[config.mk]
export PLATFORM = sky130hd
export DESIGN_NAME = iohch_top
export DESIGN_NICKNAME = d
export VERILOG_FILES = /design/src/iohch_reply_tx.v /design/src/iohch_top.v
export VERILOG_INCLUDE_DIRS = /design/src
export SDC_FILE = /design/constraint.sdc
export NUM_CORES = 1
export LEC_CHECK = 0
export BUFFER_PORTS_ARGS = -buffer_cell sky130_fd_sc_hd__buf_2
export CORE_MARGIN = 1.5
export CORE_UTILIZATION = 39
export DETAILED_ROUTE_END_ITERATION = 12
export PLACE_DENSITY = 0.6
export SLEW_MARGIN = 20
export SYNTH_ARGS = -nofsm -noshare
export SYNTH_HDL_FRONTEND = slang
export SYNTH_SLANG_ARGS = --single-unit
[constraint.sdc]
create_clock -name i_clk_sys -period 3.95 [get_ports i_clk_sys]
set_input_delay 0.395 -clock i_clk_sys [delete_from_list [all_inputs] [get_ports i_clk_sys]]
set_output_delay 0.395 -clock i_clk_sys [all_outputs]
set_load 0.1 [all_outputs]
[src/iohch_regs.vh]
// Constants for the io and homing command handler: offsets, fields, codes, reset values
`ifndef IOHCH_REGS_VH
`define IOHCH_REGS_VH

// ************************************************************
// Register byte offsets on the Avalon-MM slave
// ************************************************************
`define IOHCH_OFS_CTRL 5'h00
`define IOHCH_OFS_ACC 5'h04
`define IOHCH_OFS_STAT 5'h08
`define IOHCH_OFS_CNT 5'h0c

// ************************************************************
// Control register fields and reset values
// ************************************************************
`define IOHCH_CTRL_STANDALONE 0
`define IOHCH_CTRL_MOD_LSB 8
`define IOHCH_CTRL_HOST_LSB 16
`define IOHCH_RST_MOD_ADDR 8'h01
`define IOHCH_RST_HOST_ADDR 8'h02
`define IOHCH_RST_ACC 32'h00000000
`define IOHCH_RST_GPOUT 8'h00
`define IOHCH_RST_PULLUP 1'b1

// ************************************************************
// Status register fields
// ************************************************************
`define IOHCH_STAT_GP_LSB 0
`define IOHCH_STAT_PULLUP 8
`define IOHCH_STAT_BUSY 9
`define IOHCH_STAT_LAST_LSB 16

// ************************************************************
// Frame layout and command codes
// ************************************************************
`define IOHCH_FRAME_LAST 4'h8
`define IOHCH_CMD_HOME 8'h0d
`define IOHCH_CMD_SET 8'h0e
`define IOHCH_CMD_GET 8'h0f
`define IOHCH_HOME_START 8'h00
`define IOHCH_HOME_STOP 8'h01
`define IOHCH_HOME_QUERY 8'h02
`define IOHCH_BANK_DIN 8'h00
`define IOHCH_BANK_ANA 8'h01
`define IOHCH_BANK_OUT 8'h02
`define IOHCH_PORT_ALL 8'hff
`define IOHCH_PORT_ADC0 8'h00
`define IOHCH_PORT_ADC4 8'h04
`define IOHCH_PORT_SUPPLY 8'h08
`define IOHCH_PORT_TEMP0 8'h09
`define IOHCH_PORT_TEMP1 8'h0a
`define IOHCH_PORT_TEMP2 8'h0b
`define IOHCH_VAL_FROM_ACC 32'hffffffff

// ************************************************************
// Reply status codes
// ************************************************************
`define IOHCH_ST_OK 8'h64
`define IOHCH_ST_BAD_CMD 8'h02
`define IOHCH_ST_BAD_TYPE 8'h03
`define IOHCH_ST_BAD_VALUE 8'h04

`endif

[src/iohch_reply_tx.v]
// Reply frame sender: nine bytes with running modulo-256 checksum
`timescale 1ns/1ns
`include "iohch_regs.vh"

module iohch_reply_tx (
    input wire i_clk_sys, // System clock
    input wire i_rst_b, // Async reset, active low
    input wire i_start, // Load a reply and begin sending
    input wire [7:0] i_host_addr, // Host address byte
    input wire [7:0] i_mod_addr, // Own module address byte
    input wire [7:0] i_status, // Status byte
    input wire [7:0] i_instr, // Echoed instruction
    input wire [31:0] i_value, // Value, sent high byte first
    output reg [7:0] o_tx_data, // Byte on offer
    output reg o_tx_valid, // Byte on offer is valid
    input wire i_tx_ready // Sink takes the byte
);

    reg [7:0] fld [0:7];
    reg [3:0] idx;
    reg [7:0] sum;
    wire [7:0] cur_byte;
    integer k;

    assign cur_byte = fld[idx[2:0]];

    always @(posedge i_clk_sys or negedge i_rst_b) begin
        if (!i_rst_b) begin
            o_tx_data <= 8'h00;
            o_tx_valid <= 1'b0;
            idx <= 4'h0;
            sum <= 8'h00;
            for (k = 0; k < 8; k = k + 1) begin
                fld[k] <= 8'h00;
            end
        end else if (i_start && !o_tx_valid) begin
            fld[0] <= i_host_addr;
            fld[1] <= i_mod_addr;
            fld[2] <= i_status;
            fld[3] <= i_instr;
            fld[4] <= i_value[31:24];
            fld[5] <= i_value[23:16];
            fld[6] <= i_value[15:8];
            fld[7] <= i_value[7:0];
            o_tx_data <= i_host_addr;
            o_tx_valid <= 1'b1;
            sum <= i_host_addr;
            idx <= 4'h1;
        end else if (o_tx_valid && i_tx_ready) begin
            if (idx == 4'h9) begin
                o_tx_valid <= 1'b0;
                idx <= 4'h0;
            end else if (idx == `IOHCH_FRAME_LAST) begin
                o_tx_data <= sum;
                idx <= idx + 4'h1;
            end else begin
                o_tx_data <= cur_byte;
                sum <= sum + cur_byte;
                idx <= idx + 4'h1;
            end
        end
    end

endmodule

[src/iohch_top.v]
// Command handler for homing, general outputs, pull-ups and input reads
`timescale 1ns/1ns
`include "iohch_regs.vh"

module iohch_top #(
    parameter N_AXIS = 3 // Number of homing axes
) (
    input wire i_clk_sys, // System clock, 10 MHz
    input wire i_rst_b, // Async reset, active low
    input wire [4:0] i_avs_address, // Avalon byte address
    input wire i_avs_read, // Avalon read request
    input wire i_avs_write, // Avalon write request
    input wire [3:0] i_avs_byteenable, // Avalon write byte lanes
    input wire [31:0] i_avs_writedata, // Avalon write data
    output reg [31:0] o_avs_readdata, // Avalon read data
    output wire o_avs_waitrequest, // Avalon stall
    input wire [7:0] i_rx_data, // Command byte from host link
    input wire i_rx_valid, // Command byte valid
    output wire o_rx_ready, // Handler accepts a command byte
    output wire [7:0] o_tx_data, // Reply byte to host link
    output wire o_tx_valid, // Reply byte valid
    input wire i_tx_ready, // Host link takes reply byte
    output reg [N_AXIS-1:0] o_home_start, // One-cycle homing start per axis
    output reg [N_AXIS-1:0] o_home_stop, // One-cycle homing stop per axis
    input wire [N_AXIS-1:0] i_home_busy, // Homing search active per axis
    output reg [7:0] o_gp_out, // General outputs, bit n is port n
    output reg o_stop_pullup_en, // Pull-ups on all left and right stop inputs
    input wire [7:0] i_din, // Digital input states, bit n is port n
    input wire [11:0] i_adc_zero, // ADC result of analog capable input zero
    input wire [11:0] i_adc_four, // ADC result of analog capable input four
    input wire [15:0] i_supply_dv, // Supply voltage in tenths of a volt
    input wire [15:0] i_temp_a, // Temperature a in degrees Celsius, signed
    input wire [15:0] i_temp_b, // Temperature b in degrees Celsius, signed
    input wire [15:0] i_temp_c // Temperature c in degrees Celsius, signed
);

    // ************************************************************
    // States
    // ************************************************************
    localparam S_RX = 3'b001;
    localparam S_EXEC = 3'b010;
    localparam S_SEND = 3'b100;

    reg [2:0] state;
    reg [2:0] next_state;
    reg [7:0] fb [0:7];
    reg [3:0] rx_cnt;
    reg [7:0] rx_sum;
    reg [31:0] acc;
    reg standalone;
    reg [7:0] mod_addr;
    reg [7:0] host_addr;
    reg [7:0] last_status;
    reg [15:0] exec_cnt;
    reg [15:0] drop_cnt;
    reg bus_ack;

    wire [7:0] f_instr;
    wire [7:0] f_type;
    wire [7:0] f_bank;
    wire [31:0] f_value;
    wire [N_AXIS-1:0] busy_shift;
    wire rx_take;
    wire frame_ok;
    wire tx_start;
    wire bus_req;
    wire bus_wr;

    assign f_instr = fb[1];
    assign f_type = fb[2];
    assign f_bank = fb[3];
    assign f_value = {fb[4], fb[5], fb[6], fb[7]};
    assign busy_shift = i_home_busy >> f_bank;

    // ************************************************************
    // Frame reception
    // ************************************************************
    assign o_rx_ready = (state == S_RX);
    assign rx_take = i_rx_valid && o_rx_ready;
    // Frames for another address or with a bad sum are dropped without reply
    assign frame_ok = (rx_sum == i_rx_data) && (fb[0] == mod_addr);

    always @(posedge i_clk_sys or negedge i_rst_b) begin
        if (!i_rst_b) begin
            rx_cnt <= 4'h0;
            rx_sum <= 8'h00;
        end else if (rx_take) begin
            if (rx_cnt == `IOHCH_FRAME_LAST) begin
                rx_cnt <= 4'h0;
                rx_sum <= 8'h00;
            end else begin
                rx_cnt <= rx_cnt + 4'h1;
                rx_sum <= rx_sum + i_rx_data;
            end
        end
    end

    genvar gb;
    generate
        for (gb = 0; gb < 8; gb = gb + 1) begin : g_fb
            always @(posedge i_clk_sys or negedge i_rst_b) begin
                if (!i_rst_b) begin
                    fb[gb] <= 8'h00;
                end else if (rx_take && rx_cnt == gb) begin
                    fb[gb] <= i_rx_data;
                end
            end
        end
    endgenerate

    // ************************************************************
    // Command decode
    // ************************************************************
    reg [7:0] d_status;
    reg [31:0] d_value;
    reg d_gp_we;
    reg [7:0] d_gp;
    reg d_pu_we;
    reg d_acc_we;
    reg d_start;
    reg d_stop;

    always @* begin
        d_status = `IOHCH_ST_OK;
        d_value = 32'h00000000;
        d_gp_we = 1'b0;
        d_gp = o_gp_out;
        d_pu_we = 1'b0;
        d_acc_we = 1'b0;
        d_start = 1'b0;
        d_stop = 1'b0;
        case (f_instr)
            `IOHCH_CMD_HOME: begin
                if (f_bank >= N_AXIS) begin
                    d_status = `IOHCH_ST_BAD_VALUE;
                end else begin
                    case (f_type)
                        `IOHCH_HOME_START: d_start = 1'b1;
                        `IOHCH_HOME_STOP: d_stop = 1'b1;
                        `IOHCH_HOME_QUERY: d_value = {31'h0, busy_shift[0]};
                        default: d_status = `IOHCH_ST_BAD_TYPE;
                    endcase
                end
            end
            `IOHCH_CMD_SET: begin
                if (f_bank == `IOHCH_BANK_OUT && f_type < 8'h08) begin
                    if (f_value > 32'h00000001) begin
                        d_status = `IOHCH_ST_BAD_VALUE;
                    end else begin
                        d_gp_we = 1'b1;
                        d_gp[f_type[2:0]] = f_value[0];
                    end
                end else if (f_bank == `IOHCH_BANK_OUT && f_type == `IOHCH_PORT_ALL) begin
                    if (f_value == `IOHCH_VAL_FROM_ACC) begin
                        d_gp_we = 1'b1;
                        d_gp = acc[7:0];
                    end else if (f_value > 32'h000000ff) begin
                        d_status = `IOHCH_ST_BAD_VALUE;
                    end else begin
                        d_gp_we = 1'b1;
                        d_gp = f_value[7:0];
                    end
                end else if (f_bank == `IOHCH_BANK_DIN && f_type == 8'h00) begin
                    if (f_value > 32'h00000001) begin
                        d_status = `IOHCH_ST_BAD_VALUE;
                    end else begin
                        d_pu_we = 1'b1;
                    end
                end else begin
                    d_status = `IOHCH_ST_BAD_TYPE;
                end
            end
            `IOHCH_CMD_GET: begin
                case (f_bank)
                    `IOHCH_BANK_DIN: begin
                        if (f_type < 8'h08) begin
                            d_value = {31'h0, i_din[f_type[2:0]]};
                        end else if (f_type == `IOHCH_PORT_ALL) begin
                            d_value = {24'h0, i_din};
                        end else begin
                            d_status = `IOHCH_ST_BAD_TYPE;
                        end
                    end
                    `IOHCH_BANK_ANA: begin
                        case (f_type)
                            `IOHCH_PORT_ADC0: d_value = {20'h0, i_adc_zero};
                            `IOHCH_PORT_ADC4: d_value = {20'h0, i_adc_four};
                            `IOHCH_PORT_SUPPLY: d_value = {16'h0, i_supply_dv};
                            `IOHCH_PORT_TEMP0: d_value = {{16{i_temp_a[15]}}, i_temp_a};
                            `IOHCH_PORT_TEMP1: d_value = {{16{i_temp_b[15]}}, i_temp_b};
                            `IOHCH_PORT_TEMP2: d_value = {{16{i_temp_c[15]}}, i_temp_c};
                            default: d_status = `IOHCH_ST_BAD_TYPE;
                        endcase
                    end
                    `IOHCH_BANK_OUT: begin
                        if (f_type < 8'h08) begin
                            d_value = {31'h0, o_gp_out[f_type[2:0]]};
                        end else begin
                            d_status = `IOHCH_ST_BAD_TYPE;
                        end
                    end
                    default: d_status = `IOHCH_ST_BAD_TYPE;
                endcase
                // Direct mode leaves the accumulator alone
                d_acc_we = standalone && (d_status == `IOHCH_ST_OK);
            end
            default: d_status = `IOHCH_ST_BAD_CMD;
        endcase
    end

    // ************************************************************
    // Sequencing
    // ************************************************************
    always @* begin
        next_state = state;
        case (state)
            S_RX: begin
                if (rx_take && rx_cnt == `IOHCH_FRAME_LAST && frame_ok) begin
                    next_state = S_EXEC;
                end
            end
            S_EXEC: next_state = standalone ? S_RX : S_SEND;
            S_SEND: begin
                if (!o_tx_valid) begin
                    next_state = S_RX;
                end
            end
            default: next_state = S_RX;
        endcase
    end

    // Standalone mode runs the command but sends no reply
    assign tx_start = (state == S_EXEC) && !standalone;

    always @(posedge i_clk_sys or negedge i_rst_b) begin
        if (!i_rst_b) begin
            state <= S_RX;
            o_gp_out <= `IOHCH_RST_GPOUT;
            o_stop_pullup_en <= `IOHCH_RST_PULLUP;
            last_status <= 8'h00;
            exec_cnt <= 16'h0000;
            drop_cnt <= 16'h0000;
        end else begin
            state <= next_state;
            if (state == S_EXEC) begin
                last_status <= d_status;
                exec_cnt <= exec_cnt + 16'h0001;
                if (d_gp_we) begin
                    o_gp_out <= d_gp;
                end
                if (d_pu_we) begin
                    o_stop_pullup_en <= f_value[0];
                end
            end
            if (rx_take && rx_cnt == `IOHCH_FRAME_LAST && !frame_ok) begin
                drop_cnt <= drop_cnt + 16'h0001;
            end
        end
    end

    genvar ga;
    generate
        for (ga = 0; ga < N_AXIS; ga = ga + 1) begin : g_axis
            always @(posedge i_clk_sys or negedge i_rst_b) begin
                if (!i_rst_b) begin
                    o_home_start[ga] <= 1'b0;
                    o_home_stop[ga] <= 1'b0;
                end else begin
                    o_home_start[ga] <= (state == S_EXEC) && d_start && (f_bank == ga);
                    o_home_stop[ga] <= (state == S_EXEC) && d_stop && (f_bank == ga);
                end
            end
        end
    endgenerate

    iohch_reply_tx u_reply (
        .i_clk_sys(i_clk_sys),
        .i_rst_b(i_rst_b),
        .i_start(tx_start),
        .i_host_addr(host_addr),
        .i_mod_addr(mod_addr),
        .i_status(d_status),
        .i_instr(f_instr),
        .i_value(d_value),
        .o_tx_data(o_tx_data),
        .o_tx_valid(o_tx_valid),
        .i_tx_ready(i_tx_ready)
    );

    // ************************************************************
    // Avalon-MM slave, one wait state on every access
    // ************************************************************
    assign bus_req = i_avs_read || i_avs_write;
    assign o_avs_waitrequest = bus_req && !bus_ack;
    assign bus_wr = i_avs_write && bus_ack;

    always @(posedge i_clk_sys or negedge i_rst_b) begin
        if (!i_rst_b) begin
            bus_ack <= 1'b0;
            o_avs_readdata <= 32'h00000000;
        end else begin
            bus_ack <= bus_req && !bus_ack;
            if (i_avs_read && !bus_ack) begin
                case (i_avs_address)
                    `IOHCH_OFS_CTRL: o_avs_readdata <= {8'h00, host_addr, mod_addr, 7'h00, standalone};
                    `IOHCH_OFS_ACC: o_avs_readdata <= acc;
                    `IOHCH_OFS_STAT: o_avs_readdata <= {8'h00, last_status, 6'h00,
                        (state != S_RX), o_stop_pullup_en, o_gp_out};
                    `IOHCH_OFS_CNT: o_avs_readdata <= {drop_cnt, exec_cnt};
                    default: o_avs_readdata <= 32'h00000000;
                endcase
            end
        end
    end

    always @(posedge i_clk_sys or negedge i_rst_b) begin
        if (!i_rst_b) begin
            standalone <= 1'b0;
            mod_addr <= `IOHCH_RST_MOD_ADDR;
            host_addr <= `IOHCH_RST_HOST_ADDR;
        end else if (bus_wr && i_avs_address == `IOHCH_OFS_CTRL) begin
            if (i_avs_byteenable[0]) begin
                standalone <= i_avs_writedata[`IOHCH_CTRL_STANDALONE];
            end
            if (i_avs_byteenable[1]) begin
                mod_addr <= i_avs_writedata[`IOHCH_CTRL_MOD_LSB +: 8];
            end
            if (i_avs_byteenable[2]) begin
                host_addr <= i_avs_writedata[`IOHCH_CTRL_HOST_LSB +: 8];
            end
        end
    end

    // A command's accumulator load wins over a software write in the same cycle
    genvar gl;
    generate
        for (gl = 0; gl < 4; gl = gl + 1) begin : g_acc
            always @(posedge i_clk_sys or negedge i_rst_b) begin
                if (!i_rst_b) begin
                    acc[gl*8 +: 8] <= 8'h00;
                end else if (state == S_EXEC && d_acc_we) begin
                    acc[gl*8 +: 8] <= d_value[gl*8 +: 8];
                end else if (bus_wr && i_avs_address == `IOHCH_OFS_ACC && i_avs_byteenable[gl]) begin
                    acc[gl*8 +: 8] <= i_avs_writedata[gl*8 +: 8];
                end
            end
        end
    endgenerate

endmodule

### Yosys cells after proc, flatten, opt, wreduce, memory -nomap -nowiden

Index checks and enable logic that the tools add are counted.

* word-level logic and storage cells: 248
* bits of input ports: 154
* output and inout port bits: 58
* register bits: 301

* reductions and logical operators: 66
* equal/unequal tests: 40
* add/subtract/negate cells: 6
* bitwise operators: 1
* shift operators: 1
* magnitude comparators: 7
* multiplexer cells: 84

Operators by type and width (count)
* $mux W8: 30
* $pmux W32 S6: 1
* $pmux W32 S4: 1
* $pmux W32 S3: 1
* $pmux W32 S2: 1
* $mux W7: 9
* $eq A8 B4 Y1 const B: 7
* $pmux W8 S3: 2
* $logic_and A1 B1 Y1: 39
* $add A16 B1 Y16 const B: 2
* $eq A32 B32 Y1 const B: 1
* $gt A32 B1 Y1 const B: 1
* $gt A32 B8 Y1 const B: 1
* $mux W1: 26
* $bmux W8 S3: 1
* $add A8 B8 Y8: 2
* $eq A4 B3 Y1 const B: 4
* $eq A8 B1 Y1 const B: 2
* $eq A8 B2 Y1 const B: 2
* $eq A8 B8 Y1: 2
* $logic_not A8 Y1: 2
* $mux W4: 4
* $reduce_and A2 Y1: 7
* $reduce_bool A2 Y1: 7
* other kinds (36): 50

### Longest topological paths before layout

Gate-level depths: netlist of run 1.

* word-level depth: 10
* depth in mapped cells: 13
* mapped depth without buffers: 12

### Modules after synthesis

A second synthesis of run 1 with hierarchy kept.

* cells, all modules: 1460
* area, all modules: 15224.6 um^2

Modules (own cells, without submodules)
* iohch_top: area an instance 11104.4 um^2, sequential area each 5310.1 um^2, instances 1, cells an instance 1024
* iohch_reply_tx: area an instance 4120.2 um^2, sequential area each 2127.0 um^2, instances 1, cells an instance 436

### Least setup slack after synthesis of run 1

OpenSTA, ideal clock, no wires.

* path kind: flip-flop to flip-flop
* start point: reg state[0]
* end point: reg fb (netlist bit f_bank[0])
* path slack: -0.840 ns
* arrival: 4.665 ns
* stages on the path, launching flop included: 7
* period minus slack after synthesis: 4.790 ns
* required time: 3.825 ns
* setup time: 0.125 ns
* buffers on the path: 0
* path through: dfstp_2 -> nor3b_1 -> nand2_1 -> nor2_1 -> nand2_1 -> nor2_1 -> mux2_2

* longest elaborated chain between the ends: 3

RTL lines
* start, declared: line iohch_top.v:44 `reg [2:0] state;`
* start signal, assigned: line iohch_top.v:244 `state <= next_state;`
* $eq A3 B1 Y1: line iohch_top.v:78 `assign o_rx_ready = (state == S_RX);`
* via o_rx_ready: line iohch_top.v:19 `output wire o_rx_ready,`
* $logic_and A1 B1 Y1: line iohch_top.v:79 `assign rx_take = i_rx_valid && o_rx_ready;`
* $logic_and A1 B1 Y1: line iohch_top.v:104 `end else if (rx_take && rx_cnt == gb) begin`
* end signal, assigned by index: line iohch_top.v:105 `fb[gb] <= i_rx_data;`
* end, declared: line iohch_top.v:46 `reg [7:0] fb [0:7];`

The timed path passes the listed nets, and every way through them passes these cells.
A chain may end at the register's enable or synchronous reset.

### Worst setup path after layout of run 1

* start point: reg u_reply.idx[1]
* end point: reg u_reply.sum[7]

* longest elaborated chain between the ends: 9
* elaborated cells on any way between the ends: 14
* classes of those cells: add/sub: 1; eq/ne: 4; mux: 7; bitwise: 1; reduce/logical: 1

RTL lines
* start, declared: line iohch_reply_tx.v:20 `reg [3:0] idx;`
* start signal, assigned: line iohch_reply_tx.v:55 `idx <= idx + 4'h1;`
* start signal, assigned: line iohch_reply_tx.v:59 `idx <= idx + 4'h1;`
* $not A3 Y4 (implied by the code): line iohch_reply_tx.v:25 `assign cur_byte = fld[idx[2:0]];`
* $bmux W8 S3: line iohch_reply_tx.v:25
* $mux W8 (implied by the code) (2 in a row): line iohch_reply_tx.v:25
* $add A8 B8 Y8: line iohch_reply_tx.v:58 `sum <= sum + cur_byte;`
* $mux W8: line iohch_reply_tx.v:53 `` end else if (idx == `IOHCH_FRAME_LAST) begin ``
* $mux W8: line iohch_reply_tx.v:50 `if (idx == 4'h9) begin`
* $mux W8: line iohch_reply_tx.v:49 `end else if (o_tx_valid && i_tx_ready) begin`
* $mux W8: line iohch_reply_tx.v:36 `end else if (i_start && !o_tx_valid) begin`
* end signal, assigned: line iohch_reply_tx.v:47 `sum <= i_host_addr;`
* end signal, assigned: line iohch_reply_tx.v:58
* end, declared: line iohch_reply_tx.v:21 `reg [7:0] sum;`

Parallel ways exist; a longest one is shown, timed or not. The select of a mux whose other input is x is not followed.

==> impl_metrics.prom, run 1 <==
# TYPE chip_impl_metric gauge
chip_impl_info{name="run_status",value="complete, no violations"} 1
chip_impl_metric{name="synth.lib_cells_used.distinct",unit=""} 71
chip_impl_metric{name="cts_hold_buf",unit=""} 0
chip_impl_metric{name="pin_count",unit=""} 212
chip_impl_metric{name="power.internal",unit="mW"} 6.428
chip_impl_metric{name="async_flop_share",unit="%"} 100.0
chip_impl_metric{name="grt_start_max_net_pins",unit=""} 131
chip_impl_metric{name="power_frac_comb",unit="%"} 33.1
chip_impl_metric{name="gpl.final_weighted_congestion",unit=""} 0.9080
chip_impl_metric{name="number_of_drc_violations_after_detailed_routing",unit=""} 0
chip_impl_metric{name="final_hold_violating_endpoints",unit=""} 0
chip_impl_metric{name="ys_warn_count",unit=""} 0
chip_impl_metric{name="postCtsSetupBuffers",unit=""} 0
chip_impl_metric{name="avgSynthCellArea",unit="sq um"} 10.41
chip_impl_metric{name="post_synth_edffs",unit=""} 0
chip_impl_metric{name="design.die.area",unit="sq um"} 37820
chip_impl_metric{name="p_per_area",unit="nW/um^2"} 595.5
chip_impl_metric{name="fillCellCount",unit=""} 3342
chip_impl_info{name="cts_root_buf",value="sky130_fd_sc_hd__clkbuf_16"} 1
chip_impl_info{name="setup_repair_after_global_routing_missed_its_margin",value="false"} 1
chip_impl_metric{name="vias",unit=""} 11750
chip_impl_metric{name="fin_crit",unit="ps"} 3282
chip_impl_metric{name="total_power",unit="mW"} 10.06
chip_impl_metric{name="cts-root-to-sink-buffers",unit=""} 3
chip_impl_metric{name="final_design_area_no_fill",unit="sq um"} 16900
chip_impl_metric{name="placed_cells",unit=""} 2003
chip_impl_metric{name="worst_ep_required_time",unit="ps"} 4380
chip_impl_metric{name="ant_nets",unit=""} 0
chip_impl_metric{name="register_bit_count_reported_by_yosys",unit=""} 278
chip_impl_metric{name="finalHoldWorstSlack",unit="ps"} 95.32
chip_impl_metric{name="core_area",unit="sq um"} 35830
chip_impl_metric{name="h_tree_level_count",unit=""} 1
chip_impl_metric{name="setup.reg_to_reg.worst_slack",unit="ps"} 670
chip_impl_metric{name="grt_use_total",unit="%"} 22.95
chip_impl_metric{name="antenna_found_initial",unit=""} 0
chip_impl_metric{name="initial_util",unit="%"} 39.91
chip_impl_metric{name="post_synth_instance_area",unit="sq um"} 14300
chip_impl_metric{name="timing.critical_path.arrival",unit="ps"} 3710
chip_impl_metric{name="netSwitchingFraction",unit="%"} 36.12
chip_impl_metric{name="net_sw_power",unit="mW"} 3.635
chip_impl_info{name="postSynth.topFlopCell",value="sky130_fd_sc_hd__dfrtp_1"} 1
chip_impl_metric{name="final_layout_size_suffix_gt1_share",unit="%"} 27.39
chip_impl_metric{name="slew-limit-headroom",unit="%"} 28.76
chip_impl_metric{name="avgRoutedWirePerCell",unit="um"} 21.31
chip_impl_info{name="setup.worst_path.end_class",value="register"} 1
chip_impl_metric{name="clock_power_share",unit="%"} 26.8
chip_impl_metric{name="dpl.hpwl",unit="um"} 33260
chip_impl_info{name="timing.rr.start",value="u_reply.idx[1]"} 1
chip_impl_metric{name="final_cells",unit=""} 2061
chip_impl_metric{name="max_clock_freq",unit="GHz"} 0.3047
chip_impl_metric{name="totalWireLength",unit="um"} 43930
chip_impl_metric{name="area_growth_syn_to_layout",unit="%"} 18.19
chip_impl_metric{name="firstDrtPassIters",unit=""} 7
chip_impl_metric{name="dpl-instance-area",unit="sq um"} 15910
chip_impl_metric{name="overflow_left_after_global_routing",unit=""} 0
chip_impl_info{name="crit_start",value="u_reply.idx[1]"} 1
chip_impl_metric{name="irDropWorstVdd",unit="mV"} 0.3442
chip_impl_metric{name="leakage",unit="nW"} 7.850
chip_impl_info{name="crit_type",value="register to register"} 1
chip_impl_metric{name="fp.dieW",unit="um"} 194.5
chip_impl_metric{name="vias_per_cell",unit=""} 5.700
chip_impl_metric{name="grt_first_pass_wirelength",unit="um"} 68140
chip_impl_metric{name="synth.yosys.seq_area_share",unit="%"} 48.69
chip_impl_metric{name="detail_route.iter0.violations",unit=""} 1015
chip_impl_metric{name="vias_in_the_first_global_route",unit=""} 11500
chip_impl_metric{name="worst_pin_slew",unit="ps"} 1064
chip_impl_metric{name="synth_nets",unit=""} 1550
chip_impl_metric{name="finalCritPeriodShare",unit="%"} 83.08
chip_impl_info{name="cts_tree",value="yes"} 1
chip_impl_info{name="worst_min_delay_path_category",value="primary input to register"} 1
chip_impl_metric{name="timing.final.max_slew_violations",unit=""} 0
chip_impl_metric{name="nNetsFinal",unit=""} 1752
chip_impl_metric{name="die-height",unit="um"} 194.5
chip_impl_metric{name="cts_sinks",unit=""} 278
chip_impl_metric{name="fin_worst_skew",unit="ps"} 10.57
chip_impl_metric{name="floorplan.rows",unit=""} 69
chip_impl_metric{name="crit_fanout",unit=""} 13
chip_impl_metric{name="placement.io_buffers",unit=""} 211
chip_impl_metric{name="cts_resized",unit=""} 0
chip_impl_metric{name="tns",unit="ps"} 0
chip_impl_info{name="r2r_end",value="u_reply.sum[7]"} 1
chip_impl_metric{name="finalSetupViolCount",unit=""} 0
chip_impl_info{name="worstSetupStartpointType",value="register"} 1
chip_impl_metric{name="max_cap_viol_count",unit=""} 0
chip_impl_info{name="setup.worst_path.end",value="u_reply.sum[7]"} 1
chip_impl_metric{name="postSynthCellCount",unit=""} 1374
chip_impl_metric{name="reg2regPathDepth",unit=""} 10
chip_impl_metric{name="clock_transition_at_the_registers_of_the_reported_paths",unit="ps"} 60
chip_impl_metric{name="clock_network_latency_to_the_later_pin_of_the_worst_skew_pair",unit="ps"} 550
chip_impl_metric{name="clock_buffers_created_by_tritoncts",unit=""} 30
chip_impl_metric{name="sequentialPowerShare",unit="%"} 40.0
==> metal layers <==
| layer | GRT usage, % | share of wire (%) |
|---|---|---|
| met3 | 2.985 | 6.2 |
| met1 | 33.09 | 46 |
| met2 | 37.12 | 46 |
| met5 | 0 | 0 |
| met4 | 4.485 | 1.7 |
==> cell usage in the layout, fill, tap and decap left out, drive strengths merged, types with 30 or more instances in the layout <==
master,n
xnor2,30
a21oi,74
buf,238
dfrtp,274
nor3,31
nand2,198
nor2,76
clkbuf,47
o21ai,111
mux2,105
==> synthesized netlist by cell type (all sizes together) (14+ instances only) <==
cell type / instances / share of area [%]
ha: 20 / 1.8
dfrtp: 274 / 48
mux4: 22 / 3.5
nor4: 20 / 0.88
nor3: 31 / 1.1
and3: 15 / 0.67
a2bb2oi: 17 / 1.1
nand2: 198 / 5.2
a21oi: 74 / 2.6
xor2: 20 / 1.2
a22oi: 24 / 1.3
nand3: 28 / 0.98
mux2: 105 / 8.3
mux2i: 28 / 2.0
o21ai: 111 / 3.9
xnor2: 30 / 1.8
nor2: 76 / 2.0
clkbuf: 57 / 1.5
a21o: 14 / 0.79
inv: 17 / 0.45
nand4: 27 / 1.2
a22o: 25 / 1.5
==> cell type report <==
class / count / area (sq um) / share of cell area (%)
Antenna cell: 1 / 2.502 / 0.01481
Tap cell: 461 / 576.8 / 3.413
Clock buffer: 47 / 864.6 / 5.116
Timing Repair Buffer: 239 / 1336 / 7.908
Sequential cell: 278 / 6962 / 41.20
Inverter: 18 / 67.56 / 0.3998
Clock inverter: 8 / 78.83 / 0.4665
Multi-Input combinational cell: 1009 / 7010 / 41.49
==> critical path, stage by stage (launching register included) <==
cell                       delay, ps
sky130_fd_sc_hd__dfrtp_1         620
sky130_fd_sc_hd__mux4_2          380
sky130_fd_sc_hd__a21oi_1         380
sky130_fd_sc_hd__inv_1            90
sky130_fd_sc_hd__ha_1            290
sky130_fd_sc_hd__a21o_1          200
sky130_fd_sc_hd__a211oi_1        320
sky130_fd_sc_hd__o21ai_0         180
sky130_fd_sc_hd__a21o_1          190
sky130_fd_sc_hd__nand3_1          70
sky130_fd_sc_hd__or3b_2          440
==> registers in the layout (all words and copies together) (netlist names), 3 cells and up <==
signal             cells
acc                   32
host_addr              8
o_avs_readdata        32
drop_cnt              16
o_gp_out               8
rx_cnt                 4
f_type                 8
last_status            4
o_home_stop            3
mod_addr               8
f_bank                 8
u_reply.sum            8
f_instr                8
o_home_start           3
u_reply.fld           45
state                  3
u_reply.o_tx_data      8
exec_cnt              16
f_value               32
u_reply.idx            4
rx_sum                 8
fb                     8
==> logic make-up after synthesis <==
kind of cell	after synthesis	synth area share, %
muxes	155	13.70
DFF	278	48.69
xor gates and xnor gates	50	3.063
AOI/OAI and AO/OA	333	15.12
buffers and inverters	87	2.477
and+or+nand+nor	449	14.92
adders and majority gates	22	2.030
==> through the flow <==
stage	utilization [%]	setup slack (ps)
detailed placement	44.41	753.0
global placement	44.41	811.1
floorplan	-	464.2
CTS	47.05	695.4
global route	47.16	485.5
finish	47.17	668.2
==> power by group through the flow <==
stage / Sequential (mW) / Combinational, mW / Clock [mW]
2_1_floorplan: 4.13 / 2.33 / 0
3_3_place_gp: 4.04 / 3.26 / 0
3_5_place_dp: 4.07 / 3.32 / 0
6_report: 4.03 / 3.33 / 2.70
5_1_grt: 4.11 / 3.65 / 2.87
4_1_cts: 4.02 / 3.33 / 2.75
==> how the worst min path moves through the flow <==
stage	start	end	slack, ps	cells after the start
final	i_avs_writedata[8]	mod_addr[0]	100	2
after global routing	i_avs_writedata[8]	mod_addr[0]	80	2
after global placement	u_reply.fld[57]	u_reply.fld[57]	450	2
after floorplan	i_rst_b	acc[0]	100	0
after detailed placement	u_reply.fld[56]	u_reply.fld[56]	460	1
after CTS	i_rst_b	o_avs_readdata[28]	20	1
(Power assumes the default switching activity.)
==> inputs of run 2 (changes only) <==
--- a/config.mk
+++ b/config.mk
@@ -6,6 +6,7 @@
 export SDC_FILE = /design/constraint.sdc
 export NUM_CORES = 1
 export LEC_CHECK = 0
+export ABC_AREA = 1
 export BUFFER_PORTS_ARGS = -buffer_cell sky130_fd_sc_hd__buf_2
 export CORE_MARGIN = 1.5
 export CORE_UTILIZATION = 39
==> constraint.sdc (replaced) <==
create_clock -name i_clk_sys -period 3.28 [get_ports i_clk_sys]
set_input_delay 0.328 -clock i_clk_sys [delete_from_list [all_inputs] [get_ports i_clk_sys]]
set_output_delay 0.328 -clock i_clk_sys [all_outputs]
set_load 0.1 [all_outputs]
==> impl_metrics.prom, run 2 <==
# TYPE chip_impl_metric gauge
chip_impl_metric{name="tns",unit="ps"} 0
chip_impl_metric{name="core_area",unit="sq um"} 37670
chip_impl_metric{name="clock_buffers_created_by_tritoncts",unit=""} 31
chip_impl_metric{name="vias_in_the_first_global_route",unit=""} 13700
chip_impl_info{name="postSynth.topFlopCell",value="sky130_fd_sc_hd__dfrtp_1"} 1
chip_impl_info{name="grt_busiest_layer",value="met2"} 1
chip_impl_metric{name="h_tree_level_count",unit=""} 1
chip_impl_metric{name="ys_warn_count",unit=""} 0
chip_impl_info{name="run_status",value="complete, no violations"} 1
chip_impl_metric{name="leakage",unit="nW"} 9.072
chip_impl_metric{name="avgSynthCellArea",unit="sq um"} 7.571
chip_impl_info{name="worstSetupStartpointType",value="register"} 1
chip_impl_metric{name="vias",unit=""} 13840
chip_impl_info{name="timing.critical_path.mode_cell",value="sky130_fd_sc_hd__inv_1"} 1
chip_impl_metric{name="avgRoutedWirePerCell",unit="um"} 17.38
chip_impl_metric{name="max_stage_delay",unit="ps"} 450
chip_impl_metric{name="pin_count",unit=""} 212
chip_impl_metric{name="finalCritPeriodShare",unit="%"} 87.44
chip_impl_metric{name="ant_nets",unit=""} 0
chip_impl_metric{name="postCtsSetupBuffers",unit=""} 0
chip_impl_info{name="synth_top_area_cell",value="sky130_fd_sc_hd__dfrtp_1"} 1
chip_impl_metric{name="global_route.usage.met2",unit="%"} 42.19
chip_impl_metric{name="placement.io_buffers",unit=""} 211
chip_impl_metric{name="register_bit_count_reported_by_yosys",unit=""} 278
chip_impl_info{name="critical_path.slowest_cell",value="sky130_fd_sc_hd__dfrtp_1"} 1
chip_impl_metric{name="largest_register_ffs",unit=""} 45
chip_impl_info{name="commonest_cells_after_routing_fill_and_taps_aside",value="sky130_fd_sc_hd__nand2_1, sky130_fd_sc_hd__dfrtp_1, sky130_fd_sc_hd__buf_2, sky130_fd_sc_hd__inv_1, sky130_fd_sc_hd__o21ai_0"} 1
chip_impl_metric{name="finalSetupViolCount",unit=""} 0
chip_impl_metric{name="synth_nets",unit=""} 2147
chip_impl_metric{name="final_layout_size_suffix_gt1_share",unit="%"} 15.66
chip_impl_metric{name="timing.final.max_slew_violations",unit=""} 0
chip_impl_metric{name="slew-limit-headroom",unit="%"} 37.27
chip_impl_metric{name="fillCellCount",unit=""} 3879
chip_impl_metric{name="num_antenna_cells",unit=""} 0
chip_impl_metric{name="fp.dieW",unit="um"} 198.6
chip_impl_metric{name="postSynthCellCount",unit=""} 1971
chip_impl_info{name="setup_repair_after_global_routing_missed_its_margin",value="false"} 1
chip_impl_metric{name="cts-root-to-sink-buffers",unit=""} 3
chip_impl_info{name="largest_register",value="u_reply.fld"} 1
chip_impl_info{name="critical_path.top_delay_family",value="simple AND/OR/NAND/NOR gates"} 1
chip_impl_metric{name="initial_util",unit="%"} 39.62
chip_impl_metric{name="worst_pin_slew",unit="ps"} 937.5
chip_impl_metric{name="nNetsFinal",unit=""} 2356
chip_impl_info{name="largest_cells_by_area_after_synthesis",value="sky130_fd_sc_hd__dfrtp_1, sky130_fd_sc_hd__nand2_1, sky130_fd_sc_hd__o21ai_0, sky130_fd_sc_hd__inv_1, sky130_fd_sc_hd__nand3_1"} 1
chip_impl_metric{name="global_route.usage.met3",unit="%"} 2.645
chip_impl_metric{name="max_clock_freq",unit="GHz"} 0.3487
chip_impl_metric{name="fin_worst_skew",unit="ps"} 14.03
chip_impl_metric{name="net_sw_power",unit="mW"} 4.716
chip_impl_metric{name="cts_sinks",unit=""} 278
chip_impl_metric{name="max_cap_viol_count",unit=""} 0
chip_impl_metric{name="power_frac_comb",unit="%"} 33.1
chip_impl_info{name="yosys-top-cells-count",value="sky130_fd_sc_hd__nand2_1, sky130_fd_sc_hd__dfrtp_1, sky130_fd_sc_hd__inv_1, sky130_fd_sc_hd__o21ai_0, sky130_fd_sc_hd__nor2_1"} 1
chip_impl_metric{name="reg2regPathDepth",unit=""} 16
chip_impl_metric{name="fin_crit",unit="ps"} 2868
chip_impl_metric{name="p_per_area",unit="nW/um^2"} 686.2
chip_impl_info{name="timing.critical_path.cells",value="nand2_2, inv_1, a22oi_1, nand2_1, a21boi_1, inv_1, ha_1, nand3_1, nand3_1, inv_1, nor2_1, or2_2, a21oi_1, nor2_1, o21ai_0, nand2_1"} 1
chip_impl_metric{name="dpl.hpwl",unit="um"} 35980
chip_impl_metric{name="worst_ep_required_time",unit="ps"} 3730
chip_impl_metric{name="path_buf_inv",unit=""} 3
chip_impl_metric{name="irDropWorstVdd",unit="mV"} 0.4022
chip_impl_metric{name="antenna_found_initial",unit=""} 0
chip_impl_metric{name="floorplan.rows",unit=""} 71
chip_impl_info{name="setup.worst_path.end",value="u_reply.sum[5]"} 1
chip_impl_metric{name="grt_first_pass_wirelength",unit="um"} 75200
chip_impl_metric{name="netSwitchingFraction",unit="%"} 39.11
chip_impl_metric{name="grt_start_max_net_pins",unit=""} 88
chip_impl_info{name="cts_root_buf",value="sky130_fd_sc_hd__clkbuf_16"} 1
chip_impl_metric{name="grt_use_total",unit="%"} 24.44
chip_impl_info{name="final_common_cell",value="sky130_fd_sc_hd__nand2_1"} 1
chip_impl_metric{name="post_synth_instance_area",unit="sq um"} 14920
chip_impl_metric{name="grt.met1_usage",unit="%"} 32.14
chip_impl_metric{name="synth.yosys.seq_area_share",unit="%"} 46.65
chip_impl_metric{name="gpl.final_weighted_congestion",unit=""} 0.9259
chip_impl_metric{name="path_depth",unit=""} 16
chip_impl_metric{name="total_power",unit="mW"} 12.06
chip_impl_metric{name="postLayoutSetupSlackWorst",unit="ps"} 411.8
chip_impl_metric{name="async_flop_share",unit="%"} 100.0
chip_impl_info{name="crit_type",value="register to register"} 1
chip_impl_metric{name="setup.reg_to_reg.worst_slack",unit="ps"} 410
chip_impl_metric{name="vias_per_cell",unit=""} 5.099
chip_impl_info{name="timing.rr.start",value="u_reply.idx[0]"} 1
chip_impl_metric{name="design.die.area",unit="sq um"} 39440
chip_impl_metric{name="power.internal",unit="mW"} 7.344
chip_impl_metric{name="firstDrtPassIters",unit=""} 5
chip_impl_metric{name="post_synth_edffs",unit=""} 0
chip_impl_metric{name="setup_slack_placement",unit="ps"} 211.0
chip_impl_info{name="hold_path.startpoint",value="i_avs_writedata[23]"} 1
chip_impl_metric{name="detail_route.iter0.violations",unit=""} 1011
chip_impl_metric{name="overflow_left_after_global_routing",unit=""} 0
chip_impl_info{name="setup.worst_path.end_class",value="register"} 1
chip_impl_metric{name="yosysTopAreaCellShare",unit="%"} 45.95
chip_impl_info{name="crit_start",value="u_reply.idx[0]"} 1
chip_impl_metric{name="synth.lib_cells_used.distinct",unit=""} 59
chip_impl_info{name="cts_tree",value="yes"} 1
chip_impl_metric{name="crit_fanout",unit=""} 11
chip_impl_metric{name="sequentialPowerShare",unit="%"} 39.1
chip_impl_metric{name="area_growth_syn_to_layout",unit="%"} 17.78
chip_impl_metric{name="die-height",unit="um"} 198.6
chip_impl_metric{name="clock_network_latency_to_the_later_pin_of_the_worst_skew_pair",unit="ps"} 570
chip_impl_metric{name="totalWireLength",unit="um"} 47160
chip_impl_info{name="yosys.cell_count.top_type",value="sky130_fd_sc_hd__nand2_1"} 1
chip_impl_info{name="worst_min_delay_path_category",value="primary input to register"} 1
chip_impl_metric{name="final_hold_violating_endpoints",unit=""} 0
chip_impl_metric{name="timing.critical_path.arrival",unit="ps"} 3320
chip_impl_info{name="r2r_end",value="u_reply.sum[5]"} 1
chip_impl_metric{name="clock_power_share",unit="%"} 27.8
chip_impl_metric{name="number_of_drc_violations_after_detailed_routing",unit=""} 0
chip_impl_metric{name="clock_transition_at_the_registers_of_the_reported_paths",unit="ps"} 60
run 2: cell types whose count changed in the layout (fill, tap and decap cells not counted), sizes merged, moves of 27 or more:
cell / delta
nand2: +509
inv: +181
mux2: -95
nand3: +94
nor2: +74
o21ai: +69
a21oi: -30
mux2i: -27
run 2: cell type report:
class	count	area (sq um)	share of cell area [%]
clock buffer	50	907.1	5.162
clock inverter	6	60.06	0.3417
inverter	200	750.7	4.272
multi-input combinational	1432	6954	39.57
sequential	278	6962	39.61
tap	511	639.4	3.638
timing repair buffer	237	1301	7.404
run 2: per-layer routing:
| layer | up-vias | share of wire [%] |
|---|---|---|
| met2 | 371 | 48 |
| met1 | 6595 | 43 |
| li1 | 6793 | - |
| met5 | - | 0 |
| met3 | 79 | 4.8 |
| met4 | 0 | 3.4 |
run 2: how the worst min path moves through the flow:
stage	end	slack (ps)	cells past startpoint
global placement	u_reply.sum[0]	390	1
finish	host_addr[7]	30	2
CTS	host_addr[7]	5	2
detailed placement	u_reply.sum[0]	400	1
global route	host_addr[7]	20	2
floorplan	acc[0]	30	0
run 2: worst reg2reg max path, stage by stage (launching register included):
cell and delay (ps):
sky130_fd_sc_hd__dfrtp_1 450, sky130_fd_sc_hd__nand2_2 190, sky130_fd_sc_hd__inv_1 180, sky130_fd_sc_hd__a22oi_1 210, sky130_fd_sc_hd__nand2_1 80, sky130_fd_sc_hd__a21boi_1 250, sky130_fd_sc_hd__inv_1 100, sky130_fd_sc_hd__ha_1 280
sky130_fd_sc_hd__nand3_1 90, sky130_fd_sc_hd__nand3_1 110, sky130_fd_sc_hd__inv_1 70, sky130_fd_sc_hd__nor2_1 40, sky130_fd_sc_hd__or2_2 260, sky130_fd_sc_hd__a21oi_1 150, sky130_fd_sc_hd__nor2_1 50, sky130_fd_sc_hd__o21ai_0 180
sky130_fd_sc_hd__nand2_1 70
run 2: stage by stage:
stage	std cells	cell area, sq um	hold WS, ps	util (%)
floorplan	1971	14920	32.41	-
global placement	2657	16590	394.0	44.05
detailed placement	2657	16590	400.2	44.05
CTS	2714	17570	4.885	46.64
global route	2714	17570	20.42	46.66
finish	2714	17570	25.95	46.66
run 2: power by group through the flow:
| stage | logic [mW] | clock network (mW) | registers, mW |
|---|---|---|---|
| floorplan | 2.59 | 0 | 4.98 |
| global placement | 3.90 | 0 | 4.75 |
| detailed placement | 3.97 | 0 | 4.76 |
| CTS | 3.99 | 3.42 | 4.71 |
| global route | 4.52 | 3.54 | 4.81 |
| finish | 4.00 | 3.35 | 4.72 |
run 2: kinds of logic (layout without fill, tap and decap cells):
kind of cell	after synthesis	count (layout)	synth area share, %
AND/OR/NAND/NOR	1059	1059	29.81
AO/OA/AOI/OAI	298	298	11.40
flip-flops	278	278	46.65
buffers and inverters	261	493	6.901
XOR/XNOR	42	42	2.465
adder cells (fa/ha/maj)	22	22	1.945
multiplexers	11	11	0.8218
run 2: repair_timing:
action | CTS | global route
endpoints found under the setup margin | 0 | 1
endpoints found under the hold margin | 82 | 0
gates resized for setup | 0 | 3
hold buffers | 1 | 0
